**config.mk**
```make
export PLATFORM = sky130hd
export DESIGN_NAME = adc_output_port
export DESIGN_NICKNAME = d
export VERILOG_FILES = /design/src/adc_port_pkg.sv /design/src/adc_delay_line.sv /design/src/adc_output_port.sv
export SDC_FILE = /design/constraint.sdc
export NUM_CORES = 1
export LEC_CHECK = 0
export BUFFER_PORTS_ARGS = -buffer_cell sky130_fd_sc_hd__buf_2
export CAP_MARGIN = 5
export CELL_PAD_IN_SITES_DETAIL_PLACEMENT = 1
export CELL_PAD_IN_SITES_GLOBAL_PLACEMENT = 1
export CORE_UTILIZATION = 40
export CTS_CLUSTER_SIZE = 40
export DETAILED_ROUTE_END_ITERATION = 8
export PLACE_DENSITY = 0.81
export SLEW_MARGIN = 20
export SYNTH_ARGS = -nofsm -noshare
export SYNTH_HDL_FRONTEND = slang
export SYNTH_SLANG_ARGS = --single-unit
export TNS_END_PERCENT = 30
```
**constraint.sdc**
```tcl
create_clock -name clk_in -period 1.6 [get_ports clk_in]
set_clock_uncertainty 0.05 [all_clocks]
set_input_delay 0.16 -clock clk_in [delete_from_list [all_inputs] [get_ports clk_in]]
set_output_delay 0.16 -clock clk_in [all_outputs]
set_load 0.05 [all_outputs]
```
**src/adc_port_pkg.sv**
```systemverilog
// package: widths, latency and code constants for the converter output port
package adc_port_pkg;
    localparam int          SAMPLE_WIDTH   = 14;
    localparam int          PIPE_LATENCY   = 10;
    localparam int          SYNC_STAGES    = 2;
    localparam logic [13:0] MIDSCALE_CODE  = 14'h2000;
    localparam logic [13:0] SAMPLE_RESET   = 14'h0000;
    localparam int          MSB_POS        = SAMPLE_WIDTH - 1;
    // register map of the control/status block
    localparam logic [3:0]  CTRL_OFFSET    = 4'h0;
    localparam logic [3:0]  STATUS_OFFSET  = 4'h4;
    localparam logic [3:0]  SAMPLE_OFFSET  = 4'h8;
    localparam int          CTRL_TWOS_POS  = 0;
    localparam int          CTRL_SLEEP_POS = 1;
    localparam int          CTRL_OE_N_POS  = 2;
    localparam logic [2:0]  CTRL_RESET     = 3'h4;
    localparam logic [1:0]  RESP_OKAY      = 2'h0;
    localparam logic [1:0]  RESP_DECERR    = 2'h3;
endpackage

```
**src/adc_delay_line.sv**
```systemverilog
// fixed-length register delay line holding samples in flight
`timescale 1ns/10ps
module adc_delay_line #(
    parameter int WIDTH = 15,
    parameter int DEPTH = 10
) (
    input  wire logic             clk_in,
    input  wire logic             arst_n_in,
    input  wire logic [WIDTH-1:0] data_in,
    output logic      [WIDTH-1:0] data_out
);
    logic [WIDTH-1:0] stage      [DEPTH];
    logic [WIDTH-1:0] next_stage [DEPTH];

    always_comb begin
        next_stage[0] = data_in;
        for (int i = 1; i < DEPTH; i++) begin
            next_stage[i] = stage[i-1];
        end
    end

    always_ff @(posedge clk_in or negedge arst_n_in) begin
        if (!arst_n_in) begin
            for (int i = 0; i < DEPTH; i++) begin
                stage[i] <= '0;
            end
        end else begin
            for (int i = 0; i < DEPTH; i++) begin
                stage[i] <= next_stage[i];
            end
        end
    end

    assign data_out = stage[DEPTH-1];
endmodule

```
**src/adc_output_port.sv**
```systemverilog
// digital output port of a pipelined converter with an AXI4-Lite control block
//
// The AXI4-Lite slave port and the address map are this design's own decisions.
`timescale 1ns/10ps
module adc_output_port (
    input  wire logic                                  clk_in,
    input  wire logic                                  arst_n_in,
    input  wire logic [adc_port_pkg::SAMPLE_WIDTH-1:0] quantizer_code_in,
    input  wire logic                                  twos_complement_select_in,
    input  wire logic                                  sleep_request_in,
    input  wire logic                                  output_disable_n_in,
    output logic      [adc_port_pkg::SAMPLE_WIDTH-1:0] sample_bits_out,
    output logic      [adc_port_pkg::SAMPLE_WIDTH-1:0] sample_bits_oe_out,
    output logic                                       sample_valid_strobe_out,
    output logic                                       powered_down_out,
    input  wire logic [3:0]                            s_axi_awaddr,
    input  wire logic                                  s_axi_awvalid,
    output logic                                       s_axi_awready,
    input  wire logic [31:0]                           s_axi_wdata,
    input  wire logic [3:0]                            s_axi_wstrb,
    input  wire logic                                  s_axi_wvalid,
    output logic                                       s_axi_wready,
    output logic      [1:0]                            s_axi_bresp,
    output logic                                       s_axi_bvalid,
    input  wire logic                                  s_axi_bready,
    input  wire logic [3:0]                            s_axi_araddr,
    input  wire logic                                  s_axi_arvalid,
    output logic                                       s_axi_arready,
    output logic      [31:0]                           s_axi_rdata,
    output logic      [1:0]                            s_axi_rresp,
    output logic                                       s_axi_rvalid,
    input  wire logic                                  s_axi_rready
);
    import adc_port_pkg::*;

    // pin synchronisers: only the second stage is read
    logic [2:0] sync_a;
    logic [2:0] sync_b;
    logic [SAMPLE_WIDTH-1:0] code_a;
    logic [SAMPLE_WIDTH-1:0] code_b;
    always_ff @(posedge clk_in or negedge arst_n_in) begin
        if (!arst_n_in) begin
            sync_a <= 3'h2;
            sync_b <= 3'h2;
            code_a <= SAMPLE_RESET;
            code_b <= SAMPLE_RESET;
        end else begin
            sync_a <= {sleep_request_in, output_disable_n_in, twos_complement_select_in};
            sync_b <= sync_a;
            code_a <= quantizer_code_in;
            code_b <= code_a;
        end
    end

    // software control, ORed with the pins except output disable, which is ANDed with its pin
    logic [2:0] ctrl;
    logic [2:0] next_ctrl;
    logic twos_sel;
    logic sleep;
    logic outputs_off;
    assign twos_sel    = sync_b[0] | ctrl[CTRL_TWOS_POS];
    assign outputs_off = sync_b[1] & ctrl[CTRL_OE_N_POS];
    assign sleep       = sync_b[2] | ctrl[CTRL_SLEEP_POS];

    // conversion front end: one sample per clock edge unless asleep
    logic [SAMPLE_WIDTH-1:0] capture;
    logic                    capture_valid;
    logic [SAMPLE_WIDTH-1:0] next_capture;
    logic                    next_capture_valid;
    always_comb begin
        next_capture       = sleep ? MIDSCALE_CODE : code_b;
        next_capture_valid = !sleep;
    end
    always_ff @(posedge clk_in or negedge arst_n_in) begin
        if (!arst_n_in) begin
            capture       <= MIDSCALE_CODE;
            capture_valid <= 1'b0;
        end else begin
            capture       <= next_capture;
            capture_valid <= next_capture_valid;
        end
    end

    // capture edge, nine delay stages, then the output register lands on the tenth edge
    logic [SAMPLE_WIDTH:0] delayed;
    adc_delay_line #(
        .WIDTH (SAMPLE_WIDTH + 1),
        .DEPTH (PIPE_LATENCY - 1)
    ) adc_delay_line_i (
        .clk_in    (clk_in),
        .arst_n_in (arst_n_in),
        .data_in   ({capture_valid, capture}),
        .data_out  (delayed)
    );

    // output register; format applied last so a change takes effect at once
    logic [SAMPLE_WIDTH-1:0] out_word;
    logic                    out_valid;
    logic [SAMPLE_WIDTH-1:0] next_out_word;
    logic                    next_out_valid;
    always_comb begin
        next_out_word = delayed[SAMPLE_WIDTH-1:0];
        if (twos_sel) begin
            next_out_word[MSB_POS] = ~delayed[MSB_POS];
        end
        next_out_valid = delayed[SAMPLE_WIDTH];
    end
    always_ff @(posedge clk_in or negedge arst_n_in) begin
        if (!arst_n_in) begin
            out_word  <= SAMPLE_RESET;
            out_valid <= 1'b0;
        end else begin
            out_word  <= next_out_word;
            out_valid <= next_out_valid;
        end
    end

    assign sample_bits_out         = out_word;
    assign sample_bits_oe_out      = {SAMPLE_WIDTH{!outputs_off}};
    assign sample_valid_strobe_out = out_valid;
    assign powered_down_out        = sleep;

    // AXI4-Lite write: takes address and data in either order
    logic       aw_held;
    logic       w_held;
    logic [3:0] aw_addr;
    logic [31:0] w_data;
    logic [3:0] w_strb;
    logic       bvalid;
    logic [1:0] bresp;
    logic       next_aw_held;
    logic       next_w_held;
    logic [3:0] next_aw_addr;
    logic [31:0] next_w_data;
    logic [3:0] next_w_strb;
    logic       next_bvalid;
    logic [1:0] next_bresp;
    always_comb begin
        next_aw_held = aw_held;
        next_w_held  = w_held;
        next_aw_addr = aw_addr;
        next_w_data  = w_data;
        next_w_strb  = w_strb;
        next_bvalid  = bvalid;
        next_bresp   = bresp;
        next_ctrl    = ctrl;
        if (s_axi_awvalid && s_axi_awready) begin
            next_aw_held = 1'b1;
            next_aw_addr = s_axi_awaddr;
        end
        if (s_axi_wvalid && s_axi_wready) begin
            next_w_held = 1'b1;
            next_w_data = s_axi_wdata;
            next_w_strb = s_axi_wstrb;
        end
        if (aw_held && w_held && !bvalid) begin
            next_aw_held = 1'b0;
            next_w_held  = 1'b0;
            next_bvalid  = 1'b1;
            if (aw_addr[3:2] == CTRL_OFFSET[3:2]) begin
                next_bresp = RESP_OKAY;
                if (w_strb[0]) begin
                    next_ctrl = w_data[2:0];
                end
            end else if (aw_addr[3:2] == STATUS_OFFSET[3:2] || aw_addr[3:2] == SAMPLE_OFFSET[3:2]) begin
                next_bresp = RESP_OKAY; // read-only, write ignored
            end else begin
                next_bresp = RESP_DECERR;
            end
        end
        if (bvalid && s_axi_bready) begin
            next_bvalid = 1'b0;
        end
    end
    always_ff @(posedge clk_in or negedge arst_n_in) begin
        if (!arst_n_in) begin
            aw_held <= 1'b0;
            w_held  <= 1'b0;
            aw_addr <= 4'h0;
            w_data  <= 32'h0000_0000;
            w_strb  <= 4'h0;
            bvalid  <= 1'b0;
            bresp   <= RESP_OKAY;
            ctrl    <= CTRL_RESET;
        end else begin
            aw_held <= next_aw_held;
            w_held  <= next_w_held;
            aw_addr <= next_aw_addr;
            w_data  <= next_w_data;
            w_strb  <= next_w_strb;
            bvalid  <= next_bvalid;
            bresp   <= next_bresp;
            ctrl    <= next_ctrl;
        end
    end
    assign s_axi_awready = !aw_held && !bvalid;
    assign s_axi_wready  = !w_held && !bvalid;
    assign s_axi_bvalid  = bvalid;
    assign s_axi_bresp   = bresp;

    // AXI4-Lite read
    logic        rvalid;
    logic [31:0] rdata;
    logic [1:0]  rresp;
    logic        next_rvalid;
    logic [31:0] next_rdata;
    logic [1:0]  next_rresp;
    always_comb begin
        next_rvalid = rvalid;
        next_rdata  = rdata;
        next_rresp  = rresp;
        if (s_axi_arvalid && !rvalid) begin
            next_rvalid = 1'b1;
            next_rresp  = RESP_OKAY;
            unique case (s_axi_araddr[3:2])
                CTRL_OFFSET[3:2]:   next_rdata = {29'h0, ctrl};
                STATUS_OFFSET[3:2]: next_rdata = {28'h0, out_valid, outputs_off, sleep, twos_sel};
                SAMPLE_OFFSET[3:2]: next_rdata = {16'h0000, out_valid, 1'b0, out_word};
                default: begin
                    next_rdata = 32'h0000_0000;
                    next_rresp = RESP_DECERR;
                end
            endcase
        end else if (rvalid && s_axi_rready) begin
            next_rvalid = 1'b0;
        end
    end
    always_ff @(posedge clk_in or negedge arst_n_in) begin
        if (!arst_n_in) begin
            rvalid <= 1'b0;
            rdata  <= 32'h0000_0000;
            rresp  <= RESP_OKAY;
        end else begin
            rvalid <= next_rvalid;
            rdata  <= next_rdata;
            rresp  <= next_rresp;
        end
    end
    assign s_axi_arready = !rvalid;
    assign s_axi_rvalid  = rvalid;
    assign s_axi_rdata   = rdata;
    assign s_axi_rresp   = rresp;

    // checks
    chk_latency_ten: assert property (@(posedge clk_in) disable iff (!arst_n_in)
        capture_valid |-> ##PIPE_LATENCY sample_valid_strobe_out)
        else $error("sample did not arrive after ten cycles");
    chk_twos_msb: assert property (@(posedge clk_in) disable iff (!arst_n_in)
        twos_sel |=> (sample_bits_out[MSB_POS] == ~$past(delayed[MSB_POS])))
        else $error("two's complement top bit not inverted");
    chk_low_bits: assert property (@(posedge clk_in) disable iff (!arst_n_in)
        1'b1 |=> (sample_bits_out[MSB_POS-1:0] == $past(delayed[MSB_POS-1:0])))
        else $error("low bits altered");
    chk_offset_msb: assert property (@(posedge clk_in) disable iff (!arst_n_in)
        !twos_sel |=> (sample_bits_out[MSB_POS] == $past(delayed[MSB_POS])))
        else $error("offset binary top bit altered");
    chk_float_oe: assert property (@(posedge clk_in) disable iff (!arst_n_in)
        sample_bits_oe_out == {SAMPLE_WIDTH{!(sync_b[1] & ctrl[CTRL_OE_N_POS])}})
        else $error("output enable wrong");
    // run length of sleep, so the strobe check needs no long repetition
    logic [3:0] sleep_run;
    logic [3:0] next_sleep_run;
    always_comb begin
        next_sleep_run = sleep_run;
        if (!sleep) begin
            next_sleep_run = 4'h0;
        end else if (sleep_run != 4'hf) begin
            next_sleep_run = sleep_run + 4'h1;
        end
    end
    always_ff @(posedge clk_in or negedge arst_n_in) begin
        if (!arst_n_in) begin
            sleep_run <= 4'h0;
        end else begin
            sleep_run <= next_sleep_run;
        end
    end
    chk_sleep_stops: assert property (@(posedge clk_in) disable iff (!arst_n_in)
        int'(sleep_run) > PIPE_LATENCY |-> !sample_valid_strobe_out)
        else $error("valid while powered down");
    chk_run_valid: assert property (@(posedge clk_in) disable iff (!arst_n_in)
        !sleep |=> capture_valid)
        else $error("no sample taken while running");
    chk_word_valid: assert property (@(posedge clk_in) disable iff (!arst_n_in)
        $rose(sample_valid_strobe_out) |-> $past(capture_valid, PIPE_LATENCY))
        else $error("strobe without a sample");
endmodule

```
==> summary.txt, run 1 <==
Run status
  • Outcome: finished with violations
  • Failing checks: setup timing

Setup path
  • Slowest CP cell: dfstp_2
  • Critical Path RT: 1390 ps
  • Critical Path Fanout Max: 14
  • Worst EP arrival: 1390 ps
  • Critical path cell sequence: nand2_8 > buf_6
  • CP Capture Type: primary output
  • R2r startpoint: s_axi_bvalid$_DFFE_PN0P_
  • Startpoint types: register
  • Worst path max stage delay: 590 ps
  • Worst Setup SP: ctrl[2]$_DFFE_PN1P_
  • Worst setup path category: register to primary output

Cells and area
  • Layout Utilization: 52.8%
  • Layout Cells excl Fill: 708
  • Layout cells sized above 1: 32.1%
  • Layout area overhead: 28.0%
  • Ant. Diodes: 0
  • Final net count: 546

Logic synthesis
  • Post-synth cell types: 27
  • Primary FF master, synth: dfrtp_1
  • Ys async rst share: 100%
  • Mapped Cells: 346
  • Count leader, synth: dfrtp_1
  • Synth Area per Inst: 19.0 sq um
  • Yosys warns: 0
  • Post-synth EDFFs: 0
  • Synth top cells by count: 225 x dfrtp_1, 32 x buf_4, 13 x and2_1
  • Yosys reg bits: 229
  • Biggest area consumer among synthesized cells: dfrtp_1
  • Top cell type's share of synthesized area: 85.7%
  • Register area share after synthesis: 87.3%
  • Syn Std Cell Area: 6570 sq um
  • Synth top area cells: dfrtp_1 86%, buf_4 3.7%, dfstp_2 1.6%

Global route
  • Most congested layer reported by global routing: met2
  • Grt total ovfl: 0
  • Largest net degree at the start of global routing: 62
  • Vias in the first global route: 3476
  • Met1 Use GR: 16.4%
  • Met2 Use GR: 27.3%
  • Initial antenna violation count: 1
  • Met3 usage: 3.24%
  • Tot GR Track Use: 14.5%
  • Global-route wire length before repair: 18400 um

Floorplan
  • CORE AREA: 15900 sq um
  • Starting density of the core: 41.2%
  • Die H: 130 um
  • Die X: 130 um
  • Rows: 46
  • Die Area: 16900 sq um
  • I/O Pins: 139

Clock tree
  • Clock Sinks: 229
  • Clock root buffer master: clkbuf_16
  • CTS tree: yes
  • Clock buffer count from CTS: 23
  • CTS max path bufs: 3
  • Skew-Pair Late Insertion Delay: 500 ps
  • H-tree depth: 1
  • Worst-path clk slew: 60 ps

Routing
  • DR vias: 3071
  • # DRC: 0
  • Overall routed net length: 11500 um
  • DR pass1 iterations: 2
  • Detail Route Antenna Nets: 0
  • Vias per cell: 4.34
  • WL/cell: 16.2 um
  • Iter 0 DRT Violations: 144

STA
  • Final count of negative-setup-slack endpoints: 14
  • Final hold vios: 0
  • FMAX: 0.623 GHz
  • Max-slew violation count: 0
  • Setup tns final: -44.6 ps
  • Final worst setup slack: -4.98 ps
  • Crit path time final: 1600 ps
  • RSZ-0062 raised after global routing: yes
  • Period Utilization, post-route: 100%

Pwr
  • Worst IR drop on VDD: 1.06 mV
  • Power density over the cells: 1810 nW/um^2
  • P_leak: 4.20 nW
  • Overall Power: 15.2 mW

Place
  • Placed cells: 637
  • Dpl ws: 24.5 ps
  • DP Wirelength: 6460 um
  • Placer congestion estimate: 0.650
  • PortBufs: 85

Job
  • Max Cap Violations: 0

Worst hold path
  • Tightest Hold Check Type: input pin to async pin
per-stage QoR:
stage | area (sq um) | hold WS (ps)
after floorplan | 6630 | -186
after global placement | 7200 | 11.5
after detailed placement | 7200 | 20.3
after CTS | 8400 | 73.9
after global routing | 8410 | 109
final | 8410 | 85.1
cell families after synthesis:
family                 count (synthesis)  synth area share, %
multiplexers                          11                 2.06
AO/OA/AOI/OAI                         25                 2.72
flip-flops                           229                 87.3
AND/OR/NAND/NOR                       38                 3.60
buffers and inverters                 41                 4.17
other                                  1               0.0571
XOR/XNOR                               1                0.133
what timing repair did:
action                                 4_1_cts  5_1_grt
endpoints found under the hold margin      254        0
setup buffers                                2        0
gates resized for setup                     38        4
hold buffers                                30        0
setup endpoints to repair                   17       19
where the power goes:
group          switching, mW  total, mW  internal (mW)
sequential             0.476       7.21           6.74
combinational           1.79       2.63          0.849
clock                   2.09       5.36           3.26
total                   4.35       15.2           10.8
state kept, by name, summed over array words and instances, names as in the netlist, 2 cells and up:
name                         count
w_data                           3
s_axi_rdata                     15
aw_addr                          2
sample_bits_out                 14
sync_b                           3
code_b                          14
adc_delay_line_i.data_out       15
code_a                          14
sync_a                           3
ctrl                             3
adc_delay_line_i.next_stage    120
capture                         14
final cells by class:
cell class / instances / area [sq um]
flip-flops and latches: 229 / 5740
clock buffers: 30 / 632
repair buffers: 128 / 973
clock inverters: 9 / 130
well taps: 216 / 270
multi-input cells: 92 / 652
inverters: 4 / 15.0
fillers: 1484 / 7530
worst max-delay path, delay by kind of cell, from the launching register on:
kind	cells	cell delay [ps]
flops	1	590
simple gates	1	120
buf+inv	1	180
placed cells by master (no fill, tap or decap), types with 2 or more instances in the layout:
master	count
dfrtp_1	222
buf_2	67
dlygate4sd3_1	30
clkbuf_16	23
conb_1	17
buf_6	16
and2_1	13
a22o_1	11
buf_4	11
mux2_2	8
o21ai_0	8
nand2_1	7
inv_1	4
dfstp_2	4
clkbuf_1	4
mux2_4	3
and2b_1	3
clkbuf_8	3
bufinv_16	3
clkinv_2	3
dfrtp_2	3
buf_12	3
nor2_2	2
nand2b_1	2
a21oi_1	2
nand3b_1	2
o21a_1	2
metal layers:
layer | wire length, um | vias to the layer above | share of wire, %
li1 | - | 1321 | -
met5 | 0 | - | 0
met2 | 6370 | 105 | 55
met1 | 4290 | 1623 | 37
met3 | 588 | 22 | 5.1
met4 | 248 | 0 | 2.2
worst paths after layout:
| check | endpoint | slack, ps | cells past startpoint |
|---|---|---|---|
| worst max register to register | ctrl[1]$_DFFE_PN0P_ | -5 | 3 |
| max in group asynchronous | ctrl[2]$_DFFE_PN1P_ | 730 | 3 |
| min in group clk_in | s_axi_rvalid$_DFFE_PN0P_ | 90 | 4 |
| worst min register to register | adc_delay_line_i.next_stage[69]$_DFF_PN0_ | 280 | 0 |
| worst min-delay path | code_a[13]$_DFF_PN0_ | 90 | 2 |
| worst max-delay path | sample_bits_oe_out[0] | -5 | 2 |
Power figures use the tool's default switching activity.
==> inputs of run 2 (changes only) <==
Settings changed: CORE_MARGIN set to 5.
==> run 2 against run 1 <==
Compared with the run above: the flow now finishes without violations; hold slack got worse by 78 ps; flip-flop and latch count stayed put; sequential power about the same; via count about the same; final area shrank 0.49%.
==> summary.txt, run 2 (synthesis results as in run 1) <==
Run status
  • Outcome: complete, no violations

Worst hold path
  • Worst Hold End: s_axi_rresp[0]$_DFFE_PN0P_
  • Worst Hold Launch: s_axi_araddr[2]
  • Hold path depth: 3
  • Tightest Hold Check Type: input pin to register

Floorplan
  • I/O Pins: 139
  • Die H: 138 um
  • CORE AREA: 16000 sq um
  • Die X: 138 um
  • Rows: 46
  • Die Area: 19100 sq um
  • Starting density of the core: 41.1%

Routing
  • DR pass1 iterations: 4
  • Iter 0 DRT Violations: 165
  • WL/cell: 17.3 um
  • Vias per cell: 4.32
  • DR vias: 3068
  • Overall routed net length: 12300 um
  • Detail Route Antenna Nets: 0
  • # DRC: 0

Clock tree
  • Clock Sinks: 229
  • Worst-path clk slew: 60 ps
  • Clock root buffer master: clkbuf_16
  • H-tree depth: 1
  • Skew-Pair Late Insertion Delay: 490 ps
  • CTS tree: yes
  • CTS max path bufs: 3
  • Clock buffer count from CTS: 23

STA
  • Crit path time final: 1600 ps
  • Final hold vios: 0
  • Worst hold slack: 7.13 ps
  • Max-slew violation count: 0
  • Final count of negative-setup-slack endpoints: 0
  • Final worst setup slack: 2.48 ps
  • RSZ-0062 raised after global routing: yes
  • FMAX: 0.626 GHz
  • Period Utilization, post-route: 99.8%

Setup path
  • Critical path cell sequence: nand3b_4 > or4b_4 > mux2_4
  • Critical Path Fanout Max: 3
  • Critical Path RT: 1930 ps
  • CP Capture Type: register
  • Reg-to-reg slack, setup: 2 ps
  • Slowest CP cell: or4b_4
  • Startpoint types: register
  • Worst EP arrival: 1930 ps
  • Worst path max stage delay: 540 ps
  • Worst setup path category: register to register
  • Worst R2R Path Depth: 3
  • R2r startpoint: s_axi_bvalid$_DFFE_PN0P_
  • Reg-to-Reg End: ctrl[0]$_DFFE_PN0P_

Global route
  • Global-route wire length before repair: 20200 um
  • Largest net degree at the start of global routing: 57
  • Initial antenna violation count: 1
  • Vias in the first global route: 3698
  • Grt total ovfl: 0
  • Tot GR Track Use: 13.2%

Cells and area
  • Most frequent cells in the layout: 222 x dfrtp_1, 68 x buf_2, 29 x dlygate4sd3_1
  • Layout area overhead: 27.4%
  • Layout Cells excl Fill: 711
  • Final net count: 547
  • Layout cells sized above 1: 31.8%
  • Commonest non-fill, non-tap cell in the layout: dfrtp_1
  • Max reg flops: 120
  • Layout Utilization: 52.3%

Pwr
  • Power density over the cells: 1770 nW/um^2
  • Overall Power: 14.8 mW
  • Worst IR drop on VDD: 0.883 mV
  • P_leak: 4.18 nW

Place
  • PortBufs: 85
  • Placed cells: 637
  • Dpl ws: 43.9 ps
  • Placer congestion estimate: 0.745
  • DP Wirelength: 7030 um

Job
  • Max Cap Violations: 0
==> run 2: cell types whose count changed in the layout (fill, tap and decap cells not counted), sizes merged <==
cell and delta:
diode +1, clkinv -3, clkinvlp +1, dlygate4sd3 -1, buf +2, clkbuf +6, bufinv -3
==> run 2: stage by stage <==
step | area, sq um | TNS [ps]
final | 8370 | 0
after global routing | 8370 | -683
after CTS | 8290 | -182
after detailed placement | 7210 | 0
after global placement | 7210 | 0
after floorplan | 6630 | -413
==> run 2: what timing repair did <==
item | CTS | global route
hold buffers | 29 | 0
setup buffers | 1 | 3
hold endpoints to repair | 253 | 0
resized for setup | 27 | 14
endpoints found under the setup margin | 17 | 19
pin swaps | 0 | 0
==> run 2: area by class of cell <==
class                           instances  area (sq um)
Multi-Input combinational cell         92           652
Antenna cell                            1          2.50
Sequential cell                       229          5740
Tap cell                              216           270
Inverter                                4          15.0
Clock inverter                          4          28.8
Timing Repair Buffer                  129           988
Fill cell                            1506          7630
Clock buffer                           36           674
==> run 2: critical path, delay by kind of cell (launching register included) <==
family           cells  cell delay [ps]
DFF                  1              420
muxes                1              320
and+or+nand+nor      2              700
==> run 2: worst max-delay path by stage <==
stage                                   startpoint                endpoint  slack, ps
final                     s_axi_bvalid$_DFFE_PN0P_     ctrl[0]$_DFFE_PN0P_          2
after global routing           sync_b[1]$_DFF_PN1_  sample_bits_oe_out[12]        -40
after CTS                      ctrl[2]$_DFFE_PN1P_  sample_bits_oe_out[13]        -20
after detailed placement  s_axi_bvalid$_DFFE_PN0P_     ctrl[1]$_DFFE_PN0P_         40
after global placement    s_axi_bvalid$_DFFE_PN0P_     ctrl[0]$_DFFE_PN0P_         60
after floorplan           s_axi_bvalid$_DFFE_PN0P_     ctrl[0]$_DFFE_PN0P_       -130
==> run 2: where the power goes <==
part / switching [mW] / total [mW] / internal, mW
sequential: 0.491 / 7.23 / 6.74
clock: 2.01 / 4.90 / 2.89
combinational: 1.79 / 2.64 / 0.849
==> run 2: per-layer routing <==
| layer | up-vias | GRT usage, % | share of wire [%] | routed length [um] |
|---|---|---|---|---|
| met2 | 112 | 25.1 | 56 | 6840 |
| met4 | 0 | 3.48 | 2.4 | 291 |
| li1 | 1331 | - | - | - |
| met1 | 1597 | 14.3 | 36 | 4390 |
| met3 | 28 | 3.79 | 6.1 | 747 |
| met5 | - | 0 | 0 | 0 |
